[src/common/cfgap_pkg.sv]
package cfgap_pkg;
    // host i/o address width and port addresses
    localparam int          ADDR_W          = 10;
    localparam logic [9:0]  BASE_LOW_ADDR   = 10'h3F0;
    localparam logic [9:0]  BASE_HIGH_ADDR  = 10'h370;
    localparam logic [9:0]  DATA_PORT_OFS   = 10'h001;
    // access keys
    localparam logic [7:0]  ENTRY_KEY       = 8'h55;
    localparam logic [7:0]  EXIT_KEY        = 8'hAA;
    // register file size
    localparam int          NUM_REGS        = 48;
    localparam logic [7:0]  LAST_INDEX      = 8'h2F;
    localparam logic [7:0]  INDEX_RESET     = 8'h00;
    // identification register contents
    localparam logic [7:0]  DEVICE_ID_VAL   = 8'h5C; // arbitrary value
    localparam logic [7:0]  REVISION_VAL    = 8'h00; // arbitrary value
    // power-up defaults of the first registers, rest zero
    localparam logic [7:0]  REG_DEFAULT [NUM_REGS] = '{
        8'h28, 8'h9C, 8'h88, 8'h70, 8'h00, 8'h00, 8'hFF, 8'h00,
        8'h00, 8'h00, 8'h00, 8'h00, 8'h02, DEVICE_ID_VAL, REVISION_VAL, 8'h00,
        8'h00, 8'h80, 8'h00, 8'h00, 8'h00, 8'h00, 8'h00, 8'h03,
        8'h00, 8'h00, 8'h00, 8'h00, 8'h00, 8'h00, 8'h80, 8'h00,
        8'h3C, 8'h00, 8'h00, 8'h00, 8'h00, 8'h00, 8'h00, 8'h00,
        8'h00, 8'h00, 8'h00, 8'h00, 8'h00, 8'h00, 8'h00, 8'h00};

    // access state
    typedef enum logic [0:0] {
        CFGAP_RUN    = 1'b0,
        CFGAP_CONFIG = 1'b1
    } cfgap_state_t;
endpackage

[src/logic/cfgap_top.sv]
// Notes on behaviour
// - strap sampled on reset falling edge, held
// - strap 0 decodes 3F0H, 1 decodes 370H
// - data port at index port plus one
// - index/data ports act only in config
// - index readable only in config state
// - power-up leaves device in run state
// - key 55H enters config state
// - index 00-2FH selects data port target
// - config access held until exit key
// - key AAH leaves config state
// - function blocks keep running in config
// - registers default at power-up, not reset
`timescale 1ns/1ps
module cfgap_top
    import cfgap_pkg::*;
(
    input  wire logic                  I_CLOCK,
    input  wire logic                  I_RST,
    input  wire logic                  I_POR,
    input  wire logic                  I_STRAP,
    input  wire logic [ADDR_W-1:0]     I_ADDR,
    input  wire logic                  I_IOR,
    input  wire logic                  I_IOW,
    input  wire logic [7:0]            I_DATA,
    output logic      [7:0]            O_DATA,
    output logic                       O_DATA_OE,
    output logic                       O_CONFIG_ACTIVE,
    output logic                       O_BASE_SELECT,
    output logic      [NUM_REGS*8-1:0] O_CONFIG_REGS
);
    // synchronised copies of the host bus pins
    logic [ADDR_W-1:0] addr_s;
    logic              ior_s;
    logic              iow_s;
    logic [7:0]        data_s;
    logic              strap_s;

    // strobe edge detectors
    logic              ior_d_reg;
    logic              ior_d_next;
    logic              iow_d_reg;
    logic              iow_d_next;
    logic              rd_pulse;
    logic              wr_pulse;

    // hardware reset release and latched strap
    logic              rst_d_reg;
    logic              rst_d_next;
    logic              rst_fall;
    logic              strap_reg;
    logic              strap_next;

    // access state and index selection
    cfgap_state_t      state_reg;
    cfgap_state_t      state_next;
    logic [7:0]        index_reg;
    logic [7:0]        index_next;

    // read return path
    logic [7:0]        rd_value;
    logic [7:0]        rdata_reg;
    logic [7:0]        rdata_next;
    logic              oe_reg;
    logic              oe_next;

    // port decode and qualified accesses
    logic [ADDR_W-1:0] base_addr;
    logic [ADDR_W-1:0] data_addr;
    logic              hit_base;
    logic              hit_data;
    logic              in_range;
    logic              cfg_on;
    logic              key_wr;
    logic              exit_wr;
    logic              index_wr;
    logic              data_wr;
    logic              index_rd;
    logic              data_rd;
    logic              reg_we;
    logic [7:0]        reg_rdata;

    // host bus pins pass two flops before use; address and data share the
    // strobes' delay so they line up with the strobe edge
    cfgap_sync #(
        .W (ADDR_W + 10)
    ) u_sync (
        .i_clk   (I_CLOCK),
        .i_async ({I_ADDR, I_IOR, I_IOW, I_DATA}),
        .o_sync  ({addr_s, ior_s, iow_s, data_s})
    );

    // board strap level, synchronised on its own
    cfgap_sync #(
        .W (1)
    ) u_strap_sync (
        .i_clk   (I_CLOCK),
        .i_async (I_STRAP),
        .o_sync  (strap_s)
    );

    // index check shared by the read and write paths
    function automatic logic index_ok(input logic [7:0] idx);
        return idx <= LAST_INDEX;
    endfunction

    // rising edge of a sampled level, used by both strobes
    function automatic logic rising(input logic now_v, input logic was_v);
        return now_v && !was_v;
    endfunction

    // strobe edges: one action per strobe, however long the host holds it
    always_comb begin
        ior_d_next = ior_s;
        iow_d_next = iow_s;
        rd_pulse   = rising(ior_s, ior_d_reg);
        wr_pulse   = rising(iow_s, iow_d_reg);
    end

    // cleared to the idle level of the strobes, so no false edge after power-up
    always_ff @(posedge I_CLOCK) begin
        if (I_POR) begin
            ior_d_reg <= 1'b0;
            iow_d_reg <= 1'b0;
        end else begin
            ior_d_reg <= ior_d_next;
            iow_d_reg <= iow_d_next;
        end
    end

    // hardware reset release; followed through power-up as well, so that a
    // release together with power-up still latches the strap
    always_comb begin
        rst_d_next = I_RST;
        rst_fall   = rst_d_reg && !I_RST;
    end

    // previous level of hardware reset, never cleared
    always_ff @(posedge I_CLOCK) begin
        rst_d_reg <= rst_d_next;
    end

    // strap taken on the falling edge of hardware reset, held until the next
    always_comb begin
        strap_next = strap_reg;
        if (rst_fall) begin
            strap_next = strap_s;
        end
    end

    // only power-up clears it; hardware reset itself must not move the base
    always_ff @(posedge I_CLOCK) begin
        if (I_POR) begin
            strap_reg <= 1'b0;
        end else begin
            strap_reg <= strap_next;
        end
    end

    // port decode against the latched base; the data port sits one above
    // the shared config/index address
    always_comb begin
        base_addr = strap_reg ? BASE_HIGH_ADDR : BASE_LOW_ADDR;
        data_addr = ADDR_W'(base_addr + DATA_PORT_OFS);
        hit_base  = (addr_s == base_addr);
        hit_data  = (addr_s == data_addr);
        in_range  = index_ok(index_reg);
    end

    // config state flag shared by decode, reads and the output
    always_comb begin
        cfg_on = (state_reg == CFGAP_CONFIG);
    end

    // qualified writes; the shared config/index address needs the state to
    // tell a key from an index
    always_comb begin
        key_wr   = wr_pulse && hit_base && !cfg_on && (data_s == ENTRY_KEY);
        exit_wr  = wr_pulse && hit_base && cfg_on && (data_s == EXIT_KEY);
        index_wr = wr_pulse && hit_base && cfg_on && (data_s != EXIT_KEY);
        data_wr  = wr_pulse && hit_data && cfg_on;
    end

    // qualified reads; outside config neither port answers
    always_comb begin
        index_rd = rd_pulse && hit_base && cfg_on;
        data_rd  = rd_pulse && hit_data && cfg_on;
    end

    // access state: run until the entry key, config until the exit key;
    // a hardware reset leaves it where it is
    always_comb begin
        state_next = state_reg;
        case (state_reg)
            CFGAP_RUN: begin
                // any other byte to the config port is ignored here
                if (key_wr) begin
                    state_next = CFGAP_CONFIG;
                end
            end
            CFGAP_CONFIG: begin
                // index and data traffic never leaves this state
                if (exit_wr) begin
                    state_next = CFGAP_RUN;
                end
            end
            default: begin
                state_next = CFGAP_RUN;
            end
        endcase
    end

    // cleared on power-up only; the function blocks are never held off,
    // whatever state the access logic is in
    always_ff @(posedge I_CLOCK) begin
        if (I_POR) begin
            state_reg <= CFGAP_RUN;
        end else begin
            state_reg <= state_next;
        end
    end

    // index selection register, loaded by non-exit bytes to the port
    always_comb begin
        index_next = index_reg;
        if (index_wr) begin
            index_next = data_s;
        end
    end

    // index survives hardware reset, like the registers it points at
    always_ff @(posedge I_CLOCK) begin
        if (I_POR) begin
            index_reg <= INDEX_RESET;
        end else begin
            index_reg <= index_next;
        end
    end

    // out-of-range data writes are dropped rather than aliased
    always_comb begin
        reg_we = data_wr && in_range;
    end

    // configuration register storage
    cfgap_regfile u_regs (
        .i_clk   (I_CLOCK),
        .i_por   (I_POR),
        .i_we    (reg_we),
        .i_index (index_reg),
        .i_wdata (data_s),
        .o_rdata (reg_rdata),
        .o_flat  (O_CONFIG_REGS)
    );

    // value a read would return; an invalid index reads as zero
    always_comb begin
        rd_value = 8'h00;
        if (hit_base) begin
            rd_value = index_reg;
        end else if (in_range) begin
            rd_value = reg_rdata;
        end
    end

    // read data and drive enable while read strobe held
    always_comb begin
        rdata_next = rdata_reg;
        oe_next    = oe_reg;
        if (!ior_s) begin
            oe_next = 1'b0;
        end else if (index_rd || data_rd) begin
            rdata_next = rd_value;
            oe_next    = 1'b1;
        end
    end

    // read data held in flops so the bus sees a steady byte
    always_ff @(posedge I_CLOCK) begin
        if (I_POR) begin
            rdata_reg <= 8'h00;
            oe_reg    <= 1'b0;
        end else begin
            rdata_reg <= rdata_next;
            oe_reg    <= oe_next;
        end
    end

    // outputs straight from registers
    assign O_DATA          = rdata_reg;
    assign O_DATA_OE       = oe_reg;
    assign O_CONFIG_ACTIVE = cfg_on;
    assign O_BASE_SELECT   = strap_reg;
endmodule

[src/logic/cfgap_sync.sv]
`timescale 1ns/1ps
module cfgap_sync
    import cfgap_pkg::*;
#(
    parameter int W = 1
) (
    input  wire logic         i_clk,
    input  wire logic [W-1:0] i_async,
    output logic      [W-1:0] o_sync
);
    logic [W-1:0] meta_reg;
    logic [W-1:0] sync_reg;

    // two-stage synchroniser, no reset
    always_ff @(posedge i_clk) begin
        meta_reg <= i_async;
        sync_reg <= meta_reg;
    end
    assign o_sync = sync_reg;
endmodule

[src/logic/cfgap_regfile.sv]
`timescale 1ns/1ps
module cfgap_regfile
    import cfgap_pkg::*;
(
    input  wire logic       i_clk,
    input  wire logic       i_por,
    input  wire logic       i_we,
    input  wire logic [7:0] i_index,
    input  wire logic [7:0] i_wdata,
    output logic      [7:0] o_rdata,
    output logic      [NUM_REGS*8-1:0] o_flat
);
    logic [7:0] mem_reg  [NUM_REGS];
    logic [7:0] mem_next [NUM_REGS];

    // next values: write at index, defaults on power-up only
    always_comb begin
        for (int i = 0; i < NUM_REGS; i++) begin
            mem_next[i] = mem_reg[i];
            if (i_por) begin
                mem_next[i] = REG_DEFAULT[i];
            end else if (i_we && (i_index == 8'(i))) begin
                mem_next[i] = i_wdata;
            end
        end
    end

    always_ff @(posedge i_clk) begin
        mem_reg <= mem_next;
    end

    // read mux, out-of-range reads zero
    always_comb begin
        o_rdata = 8'h00;
        for (int i = 0; i < NUM_REGS; i++) begin
            if (i_index == 8'(i)) begin
                o_rdata = mem_reg[i];
            end
            o_flat[i*8 +: 8] = mem_reg[i];
        end
    end
endmodule

[config.mk]
export PLATFORM = sky130hd
export DESIGN_NAME = cfgap_top
export DESIGN_NICKNAME = d
export VERILOG_FILES = /design/src/common/cfgap_pkg.sv /design/src/logic/cfgap_top.sv /design/src/logic/cfgap_sync.sv /design/src/logic/cfgap_regfile.sv
export SDC_FILE = /design/constraint.sdc
export NUM_CORES = 1
export LEC_CHECK = 0
export BUFFER_PORTS_ARGS = -buffer_cell sky130_fd_sc_hd__buf_2
export CAP_MARGIN = 5
export CELL_PAD_IN_SITES_DETAIL_PLACEMENT = 1
export CELL_PAD_IN_SITES_GLOBAL_PLACEMENT = 2
export CORE_MARGIN = 3
export CORE_UTILIZATION = 32
export CTS_CLUSTER_DIAMETER = 150
export DETAILED_ROUTE_END_ITERATION = 16
export PLACE_DENSITY = 0.84
export SLEW_MARGIN = 20
export SYNTH_ARGS = -nofsm -noshare
export SYNTH_HDL_FRONTEND = slang
export SYNTH_SLANG_ARGS = --single-unit
[constraint.sdc]
create_clock -name I_CLOCK -period 2.9 [get_ports I_CLOCK]
set_input_delay 0.29 -clock I_CLOCK [delete_from_list [all_inputs] [get_ports I_CLOCK]]
set_output_delay 0.29 -clock I_CLOCK [all_outputs]
set_load 0.02 [all_outputs]
==> reports/results.txt, run 1 <==
Non-Filler Cell Area, Final: 26800 µm²
max-slew headroom at the worst pin: 0.317
LEAKAGE: 10.6 nW
Tightest Pin Transition: 1.02 ns
Post-Syn Instances: 2635
top routing layer in use: met5
most used flip-flop cell after synthesis: dfxtp_1
routed vias/inst: 5.95
register area share after synthesis: 0.436
area grow syn2layout: 30.4%
total track usage: 0.349
Final Critical Period: 2.84 ns
vias in the first global route: 23900
clk sinks: 448
count leader, synth: nand2_1
HPWL Detailed: 89100 µm
DR WL met3: 9990 µm
Total Wirelength: 122000 µm
Yosys top cell area share: 0.436
Crit path buffers/inverters: 4
Skew-Pair Late Insertion Delay: 0.62 ns
Layout Utilization: 0.424
Clock Tree Buf Depth: 3
crit path DAT: 3.37 ns
Via Count: 24000
Worst EP required: 3.43 ns
post-synth cell types: 90
Die Ht: 260 µm
cts bufs inserted: 51
placed cell area: 24800 µm²
Root Driver: clkbuf_16
Hold Crit Class: in2reg
io pins: 419
peak supply drop: 0.000465 V
synthesized area: 20600 µm²
Pre-Repair DR Iteration Count: 5
max reg flops: 384
Hold Vio Cnt, Final: 0
DR WL met2: 56200 µm
maxcap violations: 0
CTS HTree Levels: 2
CP dominant cell by count: buf_4
DR DRC count: 0
CTS clock-pin slew for the worst setup and hold paths: 0.06 ns
# setup viols final: 0
area of the core: 63300 µm²
fmax: 353 MHz
met1 WL: 50400 µm
# rows: 92
first-pass GRT wire length: 174000 µm
fillcell total: 7674
RSZ-0062 raised after global routing: no
layout cells sized above 1: 0.261
Post-synth EDFFs: 0
CP Max Fanout: 19
Period Utilization, post-route: 0.978
Layout Skew: 0.0266 ns
crit path capture type: flip-flop
Slowest cell on crit path: dfxtp_4
most frequent cells after synthesis: nand2_1 (632), dfxtp_1 (448), a21oi_1 (387)
Setup Crit Path Kind: reg2reg
largest net degree at the start of global routing: 145
global placement routability congestion: 0.989
Max Transition Viols Final: 0
post-synth net total: 2659
CP peak stage delay: 0.49 ns
run status: complete, no violations
grt ovf: 0
DIE WIDTH: 260 µm
register bit total from synthesis: 448
CP startpoint kind: flip-flop
Synth area leaders: dfxtp_1 (44%), nand2_1 (12%), a21oi_1 (9.4%), o21ai_0 (5.1%), mux2i_1 (3.3%)
nets: 3163
routed len/inst: 30.2 µm
starting density of the core: 0.325
yosys synthesis warning count: 0
ANT nets after route: 0
Fin Setup TNS: 0 ns
fin cells: 4029
Port Buffers: 418
Syn Area/Cell: 7.81 µm²
initial antenna violation count: 3
CP delay by family, top: compound AO/OA/AOI/OAI gates
CTS tree: yes
Fin Hold WS: 0.305 ns
area leader, netlist: dfxtp_1
full die area: 67400 µm²
Pwr per Cell Area: 495 nW/µm²
crit-path cells: buf_12 -> nor2b_1 -> buf_4 -> a22oi_1 -> o221ai_1 -> a221oi_1 -> buf_4 -> o211ai_1 -> a31oi_2 -> buf_4 -> o21ai_1
Initial DRC Count: 2533
Placed Cells: 3907
Synth async-reset ratio: 0
==> worst register-to-register path: cells and delay by family, from the launching register on <==
| family | cells | cell delay (ns) |
|---|---|---|
| and+or+nand+nor | 1 | 0.29 |
| buffers and inverters | 4 | 0.79 |
| DFF | 1 | 0.49 |
| AOI/OAI and AO/OA | 6 | 1.17 |
==> layout make-up <==
class                   instances  area (µm²)  area share
repair buffers                680        4330       0.161
clock inverters                22         275      0.0103
inverters                       9        33.8     0.00126
diodes                          1        2.50   0.0000932
flip-flops and latches        448        8990       0.335
clock buffers                  74        1440      0.0538
multi-input cells            1949       10700       0.399
well taps                     846        1060      0.0394
==> final timing paths <==
kind              slack (ns)               start                 end  depth (start not counted)
hold / removal          0.31           I_DATA[6]  u_sync.meta_reg[6]                          2
setup reg to reg        0.06        index_reg[1]           O_DATA[1]                         11
setup / recovery        0.06        index_reg[1]           O_DATA[1]                         11
hold reg to reg         0.32  u_sync.meta_reg[9]    u_sync.o_sync[9]                          0
==> placed cells by master, fill, tap and decap left out, types with 22 or more instances in the layout <==
master,netlist,layout
nand2_1,632,632
dfxtp_1,448,436
buf_2,57,417
a21oi_1,387,387
buf_4,6,221
o21ai_0,209,207
nor2_1,147,146
mux2i_1,68,68
clkbuf_16,0,52
nand3_1,42,42
o22ai_1,35,35
a211oi_1,29,27
dlygate4sd3_1,0,23
nor3_1,22,22
==> report_power, final <==
group          internal (W)  switching (W)
clock               0.00393        0.00283
combinational     0.0000647       0.000279
sequential          0.00618      0.0000134
total                0.0102        0.00312
==> layer usage <==
metal,track usage,up-vias
met2,0.566,1262
met1,0.463,12100
li1,-,10300
met3,0.0583,283
met4,0.137,2
met5,0,-
==> logic make-up after synthesis <==
| group | share of synthesized area |
|---|---|
| and+or+nand+nor | 0.221 |
| xor gates and xnor gates | 0.000426 |
| DFF | 0.436 |
| muxes | 0.0462 |
| AOI/OAI and AO/OA | 0.246 |
| buffers and inverters | 0.0498 |
==> what timing repair did <==
action                                  4_1_cts  5_1_grt
hold buffers                                 23        0
resized for setup                             6        8
pin swaps                                     1        2
hold endpoints to repair                     39        0
endpoints found under the setup margin        5       48
buffers inserted                              1        1
==> through the flow <==
| step | worst slack, ns | total power (W) |
|---|---|---|
| 2_1_floorplan | 0.695 | 0.00650 |
| 3_3_place_gp | -0.161 | 0.00664 |
| 3_5_place_dp | -0.167 | 0.00665 |
| 4_1_cts | 0.0688 | 0.0133 |
| 5_1_grt | 0.00362 | 0.0136 |
| 6_report | 0.0646 | 0.0133 |
Power figures use the tool's default switching activity.
==> inputs of run 2 (changes only) <==
PLACE_DENSITY = 0.83   (was 0.84)
SYNTH_HIERARCHICAL = 1   (was default)
==> reports/results.txt, run 2 <==
run status: complete, but fails checks
failing checks: negative setup slack
Port Buffers: 418
Yosys top cell area share: 0.435
CP startpoint kind: flip-flop
register bit total from synthesis: 448
Root Driver: clkbuf_16
Period Utilization, post-route: 1.01
Synth area leaders: dfxtp_1 (43%), a21oi_1 (9.7%), nand2_1 (8.9%), nand3_1 (8.2%), clkbuf_1 (2.7%)
Clock Tree Buf Depth: 3
Placed Cells: 3842
layout cells sized above 1: 0.273
crit path capture type: flip-flop
most frequent cells after synthesis: nand2_1 (489), dfxtp_1 (448), a21oi_1 (398)
Post-synth EDFFs: 0
area grow syn2layout: 31.5%
io pins: 419
maxcap violations: 0
largest net degree at the start of global routing: 117
area of the core: 63400 µm²
Hold Vio Cnt, Final: 0
Final Critical Period: 2.93 ns
Pwr per Cell Area: 502 nW/µm²
total track usage: 0.330
CTS clock-pin slew for the worst setup and hold paths: 0.07 ns
vias in the first global route: 23200
most used flip-flop cell after synthesis: dfxtp_1
initial antenna violation count: 3
Worst EP required: 3.34 ns
placed cell area: 24800 µm²
Total Wirelength: 117000 µm
LEAKAGE: 10.9 nW
post-synth cell types: 103
grt ovf: 0
peak supply drop: 0.000354 V
area leader, netlist: dfxtp_1
yosys synthesis warning count: 6
# setup viols final: 2
final worst setup slack: -0.0306 ns
routed vias/inst: 5.93
starting density of the core: 0.325
clk sinks: 448
fin cells: 3976
global placement routability congestion: 0.935
Via Count: 23600
Pre-Repair DR Iteration Count: 6
RSZ-0062 raised after global routing: yes
nets: 3112
full die area: 67600 µm²
first-pass GRT wire length: 165000 µm
max-slew headroom at the worst pin: 0.319
# rows: 92
Post-Syn Instances: 2603
post-synth net total: 2627
fmax: 341 MHz
HPWL Detailed: 85000 µm
commonest non-fill, non-tap cell in the layout: nand2_1
Layout Skew: 0.0216 ns
Slowest cell on crit path: mux4_2
Skew-Pair Late Insertion Delay: 0.61 ns
Synth async-reset ratio: 0
crit-path cells: buf_12 -> buf_12 -> mux4_2 -> nand3_1 -> o211ai_1 -> a311oi_2 -> nor2_2 -> o21ai_4 -> a31oi_1 -> a22oi_1 -> a211oi_1
CTS tree: yes
Layout Utilization: 0.428
CP Max Fanout: 18
max reg flops: 384
most frequent cells in the layout: nand2_1 (487), dfxtp_1 (436), buf_2 (417), a21oi_1 (397), nand3_1 (336)
CTS HTree Levels: 2
DIE WIDTH: 260 µm
cts bufs inserted: 51
Setup Crit Path Kind: reg2reg
DR DRC count: 0
Max Transition Viols Final: 0
Syn Area/Cell: 7.93 µm²
Initial DRC Count: 2373
register area share after synthesis: 0.435
routed len/inst: 29.3 µm
Hold Crit Class: in2reg
ANT nets after route: 0
Tightest Pin Transition: 1.02 ns
count leader, synth: nand2_1
CP peak stage delay: 0.54 ns
Non-Filler Cell Area, Final: 27100 µm²
synthesized area: 20600 µm²
Die Ht: 260 µm
crit path DAT: 3.38 ns
total power: 0.0136 W
CP dominant cell by count: buf_12
run 2: cell count changes after synthesis, moves of 16 or more:
cell      delta
nand3_1    +294
nand2_1    -143
o21ai_0    -139
nor2_1      -38
nand3b_1    +28
a221oi_1    +16
run 2: per-stage QoR:
step	setup TNS [ns]	hold WS, ns	setup WS, ns
finish	-0.0307	0.0739	-0.0306
global route	-0.159	0.0821	-0.0796
CTS	-0.0318	0.0446	-0.0222
detailed placement	-0.822	0.314	-0.218
global placement	-0.817	0.311	-0.280
floorplan	0	0.310	0.368
run 2: cells by family (layout without fill, tap and decap cells):
| logic type | Yosys count | count (layout) | share of synthesized area |
|---|---|---|---|
| mux | 69 | 69 | 0.0354 |
| flops | 448 | 448 | 0.435 |
| simple gates | 1104 | 1105 | 0.257 |
| buf+inv | 258 | 783 | 0.0579 |
| xor+xnor | 1 | 1 | 0.000425 |
| compound gates | 723 | 723 | 0.214 |
| other cells | 0 | 1 | 0 |
run 2: worst paths after layout:
check	from	end	slack [ns]	depth (start not counted)
setup / recovery	index_reg[0]	O_DATA[7]	-0.03	11
hold / removal	I_POR	u_regs/o_flat[257]	0.07	2
setup reg to reg	index_reg[0]	O_DATA[7]	-0.03	11
hold reg to reg	u_sync/meta_reg[8]	u_sync/o_sync[8]	0.32	0
run 2: per-layer routing:
layer  vias to the layer above  part of all wire  global-route usage
met5                         -           0.00027                   0
met4                         4             0.041               0.132
met3                       250             0.082              0.0562
met2                      1242              0.47               0.540
met1                     11800              0.41               0.431
li1                      10300                 -                   -
run 2: area by class of cell:
cell class                      count  area (µm²)
Antenna cell                        1        2.50
Clock buffer                       69        1440
Clock inverter                     25         363
Fill cell                        7693       36300
Inverter                           15        56.3
Multi-Input combinational cell   1898       10700
Sequential cell                   448        8990
Tap cell                          846        1060
Timing Repair Buffer              674        4480
run 2: what timing repair did:
| action | CTS | global route |
|---|---|---|
| setup buffers | 6 | 10 |
| pin swaps | 5 | 8 |
| endpoints found under the hold margin | 22 | 0 |
| gates cloned | 0 | 1 |
| gates resized for setup | 13 | 26 |
| endpoints found under the setup margin | 5 | 74 |
| hold buffers | 22 | 0 |
run 2: power breakdown:
group / switching [W] / leakage [nW] / internal, W / total, W
combinational: 0.000270 / 6.37 / 0.0000754 / 0.000346
sequential: 0.0000227 / 3.63 / 0.00619 / 0.00621
clock: 0.00283 / 0.883 / 0.00422 / 0.00705
total: 0.00312 / 10.9 / 0.0105 / 0.0136
run 2: worst max-delay path: cells and delay by family, from the launching register on:
kind	cells	cell delay, ns
AO/OA/AOI/OAI	6	1.17
multiplexers	1	0.54
flip-flops	1	0.43
buffers and inverters	2	0.37
AND/OR/NAND/NOR	2	0.25
==> inputs of run 3 (changes only) <==
BUFFER_PORTS_ARGS = default   (was -buffer_cell sky130_fd_sc_hd__buf_2)
CORE_UTILIZATION = 35   (was 32)
DONT_BUFFER_PORTS = 1   (was default)
PLACE_DENSITY = 0.8   (was 0.83)
SYNTH_HIERARCHICAL = default   (was 1)
==> reports/results.txt, run 3 (same netlist as run 1, synthesis figures left out) <==
run status: complete, but fails checks
failing checks: negative hold slack, negative setup slack
fin cells: 3582
r2r startpoint: index_reg[6]
r2r endpoint: u_regs.o_flat[254]
crit path capture type: flip-flop
crit path DAT: 3.49 ns
Setup Crit Path Kind: reg2reg
Port Buffers: 0
CTS clock-pin slew for the worst setup and hold paths: 0.06 ns
commonest non-fill, non-tap cell in the layout: nand2_1
Worst EP required: 3.45 ns
worst setup path start: index_reg[6]
Period Utilization, post-route: 1.01
initial antenna violation count: 5
routed vias/inst: 6.28
register area: 9000 µm²
Multi-input gate area: 10800 µm²
Pwr per Cell Area: 534 nW/µm²
CTS HTree Levels: 2
CP peak stage delay: 0.58 ns
grt ovf: 0
LEAKAGE: 8.86 nW
Placed Cells: 3381
Hold Vio Cnt, Final: 129
nets: 2797
io pins: 419
peak supply drop: 0.000508 V
Clock Tree Buf Depth: 3
vias in the first global route: 22200
Layout Utilization: 0.437
global placement routability congestion: 1.01
Worst R2R Path Depth: 9
Critical Path Sink: u_regs.o_flat[254]
R2R Setup Slk: -0.04 ns
# setup viols final: 2
Hold Path Origin: I_POR
fmax: 340 MHz
Clock power frac: 0.524
DR DRC count: 0
largest net degree at the start of global routing: 370
Initial DRC Count: 2340
clk sinks: 448
RSZ-0062 raised after global routing: yes
CP Max Fanout: 79
DIE WIDTH: 248 µm
Total Wirelength: 117000 µm
Skew-Pair Late Insertion Delay: 0.61 ns
area grow syn2layout: 23.1%
Final Critical Period: 2.94 ns
crit-path cells: buf_4 -> a211oi_4 -> nand2_1 -> or2_4 -> buf_12 -> nor2_4 -> nand2_1 -> a21oi_1 -> dlygate4sd3_1
register share of total power: 0.458
Fin Setup TNS: -0.0581 ns
CP dominant cell by count: nand2_1
full die area: 61700 µm²
total track usage: 0.360
Tightest Pin Transition: 1.01 ns
total power: 0.0135 W
final worst setup slack: -0.0432 ns
routed len/inst: 32.7 µm
most frequent cells in the layout: nand2_1 (630), dfxtp_1 (434), a21oi_1 (387), o21ai_0 (207), buf_4 (206)
cts bufs inserted: 52
Pre-Repair DR Iteration Count: 6
combinational share of power: 0.018
HPWL Detailed: 84100 µm
Fin Hold WS: -0.234 ns
Die Ht: 248 µm
Hold Crit Class: in2reg
P_sw: 0.00312 W
area of the core: 57900 µm²
Slowest cell on crit path: dlygate4sd3_1
Via Count: 22500
Int Power: 0.0104 W
CTS tree: yes
placed cell area: 22300 µm²
ANT nets after route: 0
layout cells sized above 1: 0.148
max-slew headroom at the worst pin: 0.327
first-pass GRT wire length: 167000 µm
Non-Filler Cell Area, Final: 25300 µm²
Layout Skew: 0.0158 ns
CP startpoint kind: flip-flop
Root Driver: clkbuf_16
switch share: 0.231
Max Transition Viols Final: 0
maxcap violations: 0
# rows: 88
max reg flops: 384
starting density of the core: 0.355
fillcell total: 6884
==> run 3: cell count changes in the layout (fill, tap and decap cells not counted), moves of 14 or more <==
cell and change:
buf_12 -23, nand2_1 +143, nand3_1 -294, buf_2 -417, a211oi_1 +16, dlygate4sd3_1 +75
a221oi_1 -15, nor2_1 +39, nand3b_1 -28, a22oi_1 -14, o21ai_0 +141
==> run 3: worst min path at each step <==
| stage | endpoint | cells after the start | slack [ns] |
|---|---|---|---|
| 2_1_floorplan | u_strap_sync.o_sync | 0 | 0.31 |
| 3_3_place_gp | u_sync.o_sync[2] | 0 | 0.31 |
| 3_5_place_dp | u_sync.o_sync[19] | 0 | 0.32 |
| 4_1_cts | u_regs.o_flat[200] | 1 | -0.22 |
| 5_1_grt | u_regs.o_flat[200] | 1 | -0.25 |
| 6_report | u_regs.o_flat[200] | 1 | -0.23 |
==> run 3: metal layers <==
metal | wire length (µm) | up-vias | track usage
met5 | 13 | - | 0
met2 | 53200 | 1256 | 0.574
met3 | 12600 | 298 | 0.114
li1 | - | 9615 | -
met4 | 5680 | 2 | 0.157
met1 | 45700 | 11300 | 0.446
==> run 3: power by group through the flow <==
stage / Clock, W / Combinational [W] / Sequential [W]
CTS: 0.00712 / 0.000227 / 0.00620
global route: 0.00739 / 0.000238 / 0.00620
detailed placement: 0 / 0.000202 / 0.00634
floorplan: 0 / 0.000166 / 0.00633
finish: 0.00710 / 0.000240 / 0.00620
global placement: 0 / 0.000201 / 0.00633
==> run 3: repair_timing <==
action                                  CTS  global route
hold buffers                             93             4
buffers inserted                          0             6
gates resized for setup                   8            29
endpoints found under the setup margin    6            71
endpoints found under the hold margin   388           294
pin swaps                                 0             6
==> run 3: critical path: cells and delay by family (launching register included) <==
kind,cells,cell delay (ns)
compound gates,2,0.53
buf+inv,3,1.03
flops,1,0.36
simple gates,4,0.93
==> run 3: area by class of cell <==
class,count,share of cell area
well taps,765,0.0378
inverters,9,0.00148
multi-input cells,1949,0.426
repair buffers,313,0.107
clock inverters,26,0.0128
clock buffers,69,0.0591
diodes,3,0.000296
flip-flops and latches,448,0.355
==> run 3: through the flow <==
step | worst slack (ns) | hold WS [ns]
finish | -0.0432 | -0.234
global placement | -0.495 | 0.310
CTS | -0.0366 | -0.216
global route | -0.0712 | -0.248
floorplan | 0.695 | 0.310
detailed placement | -0.485 | 0.316
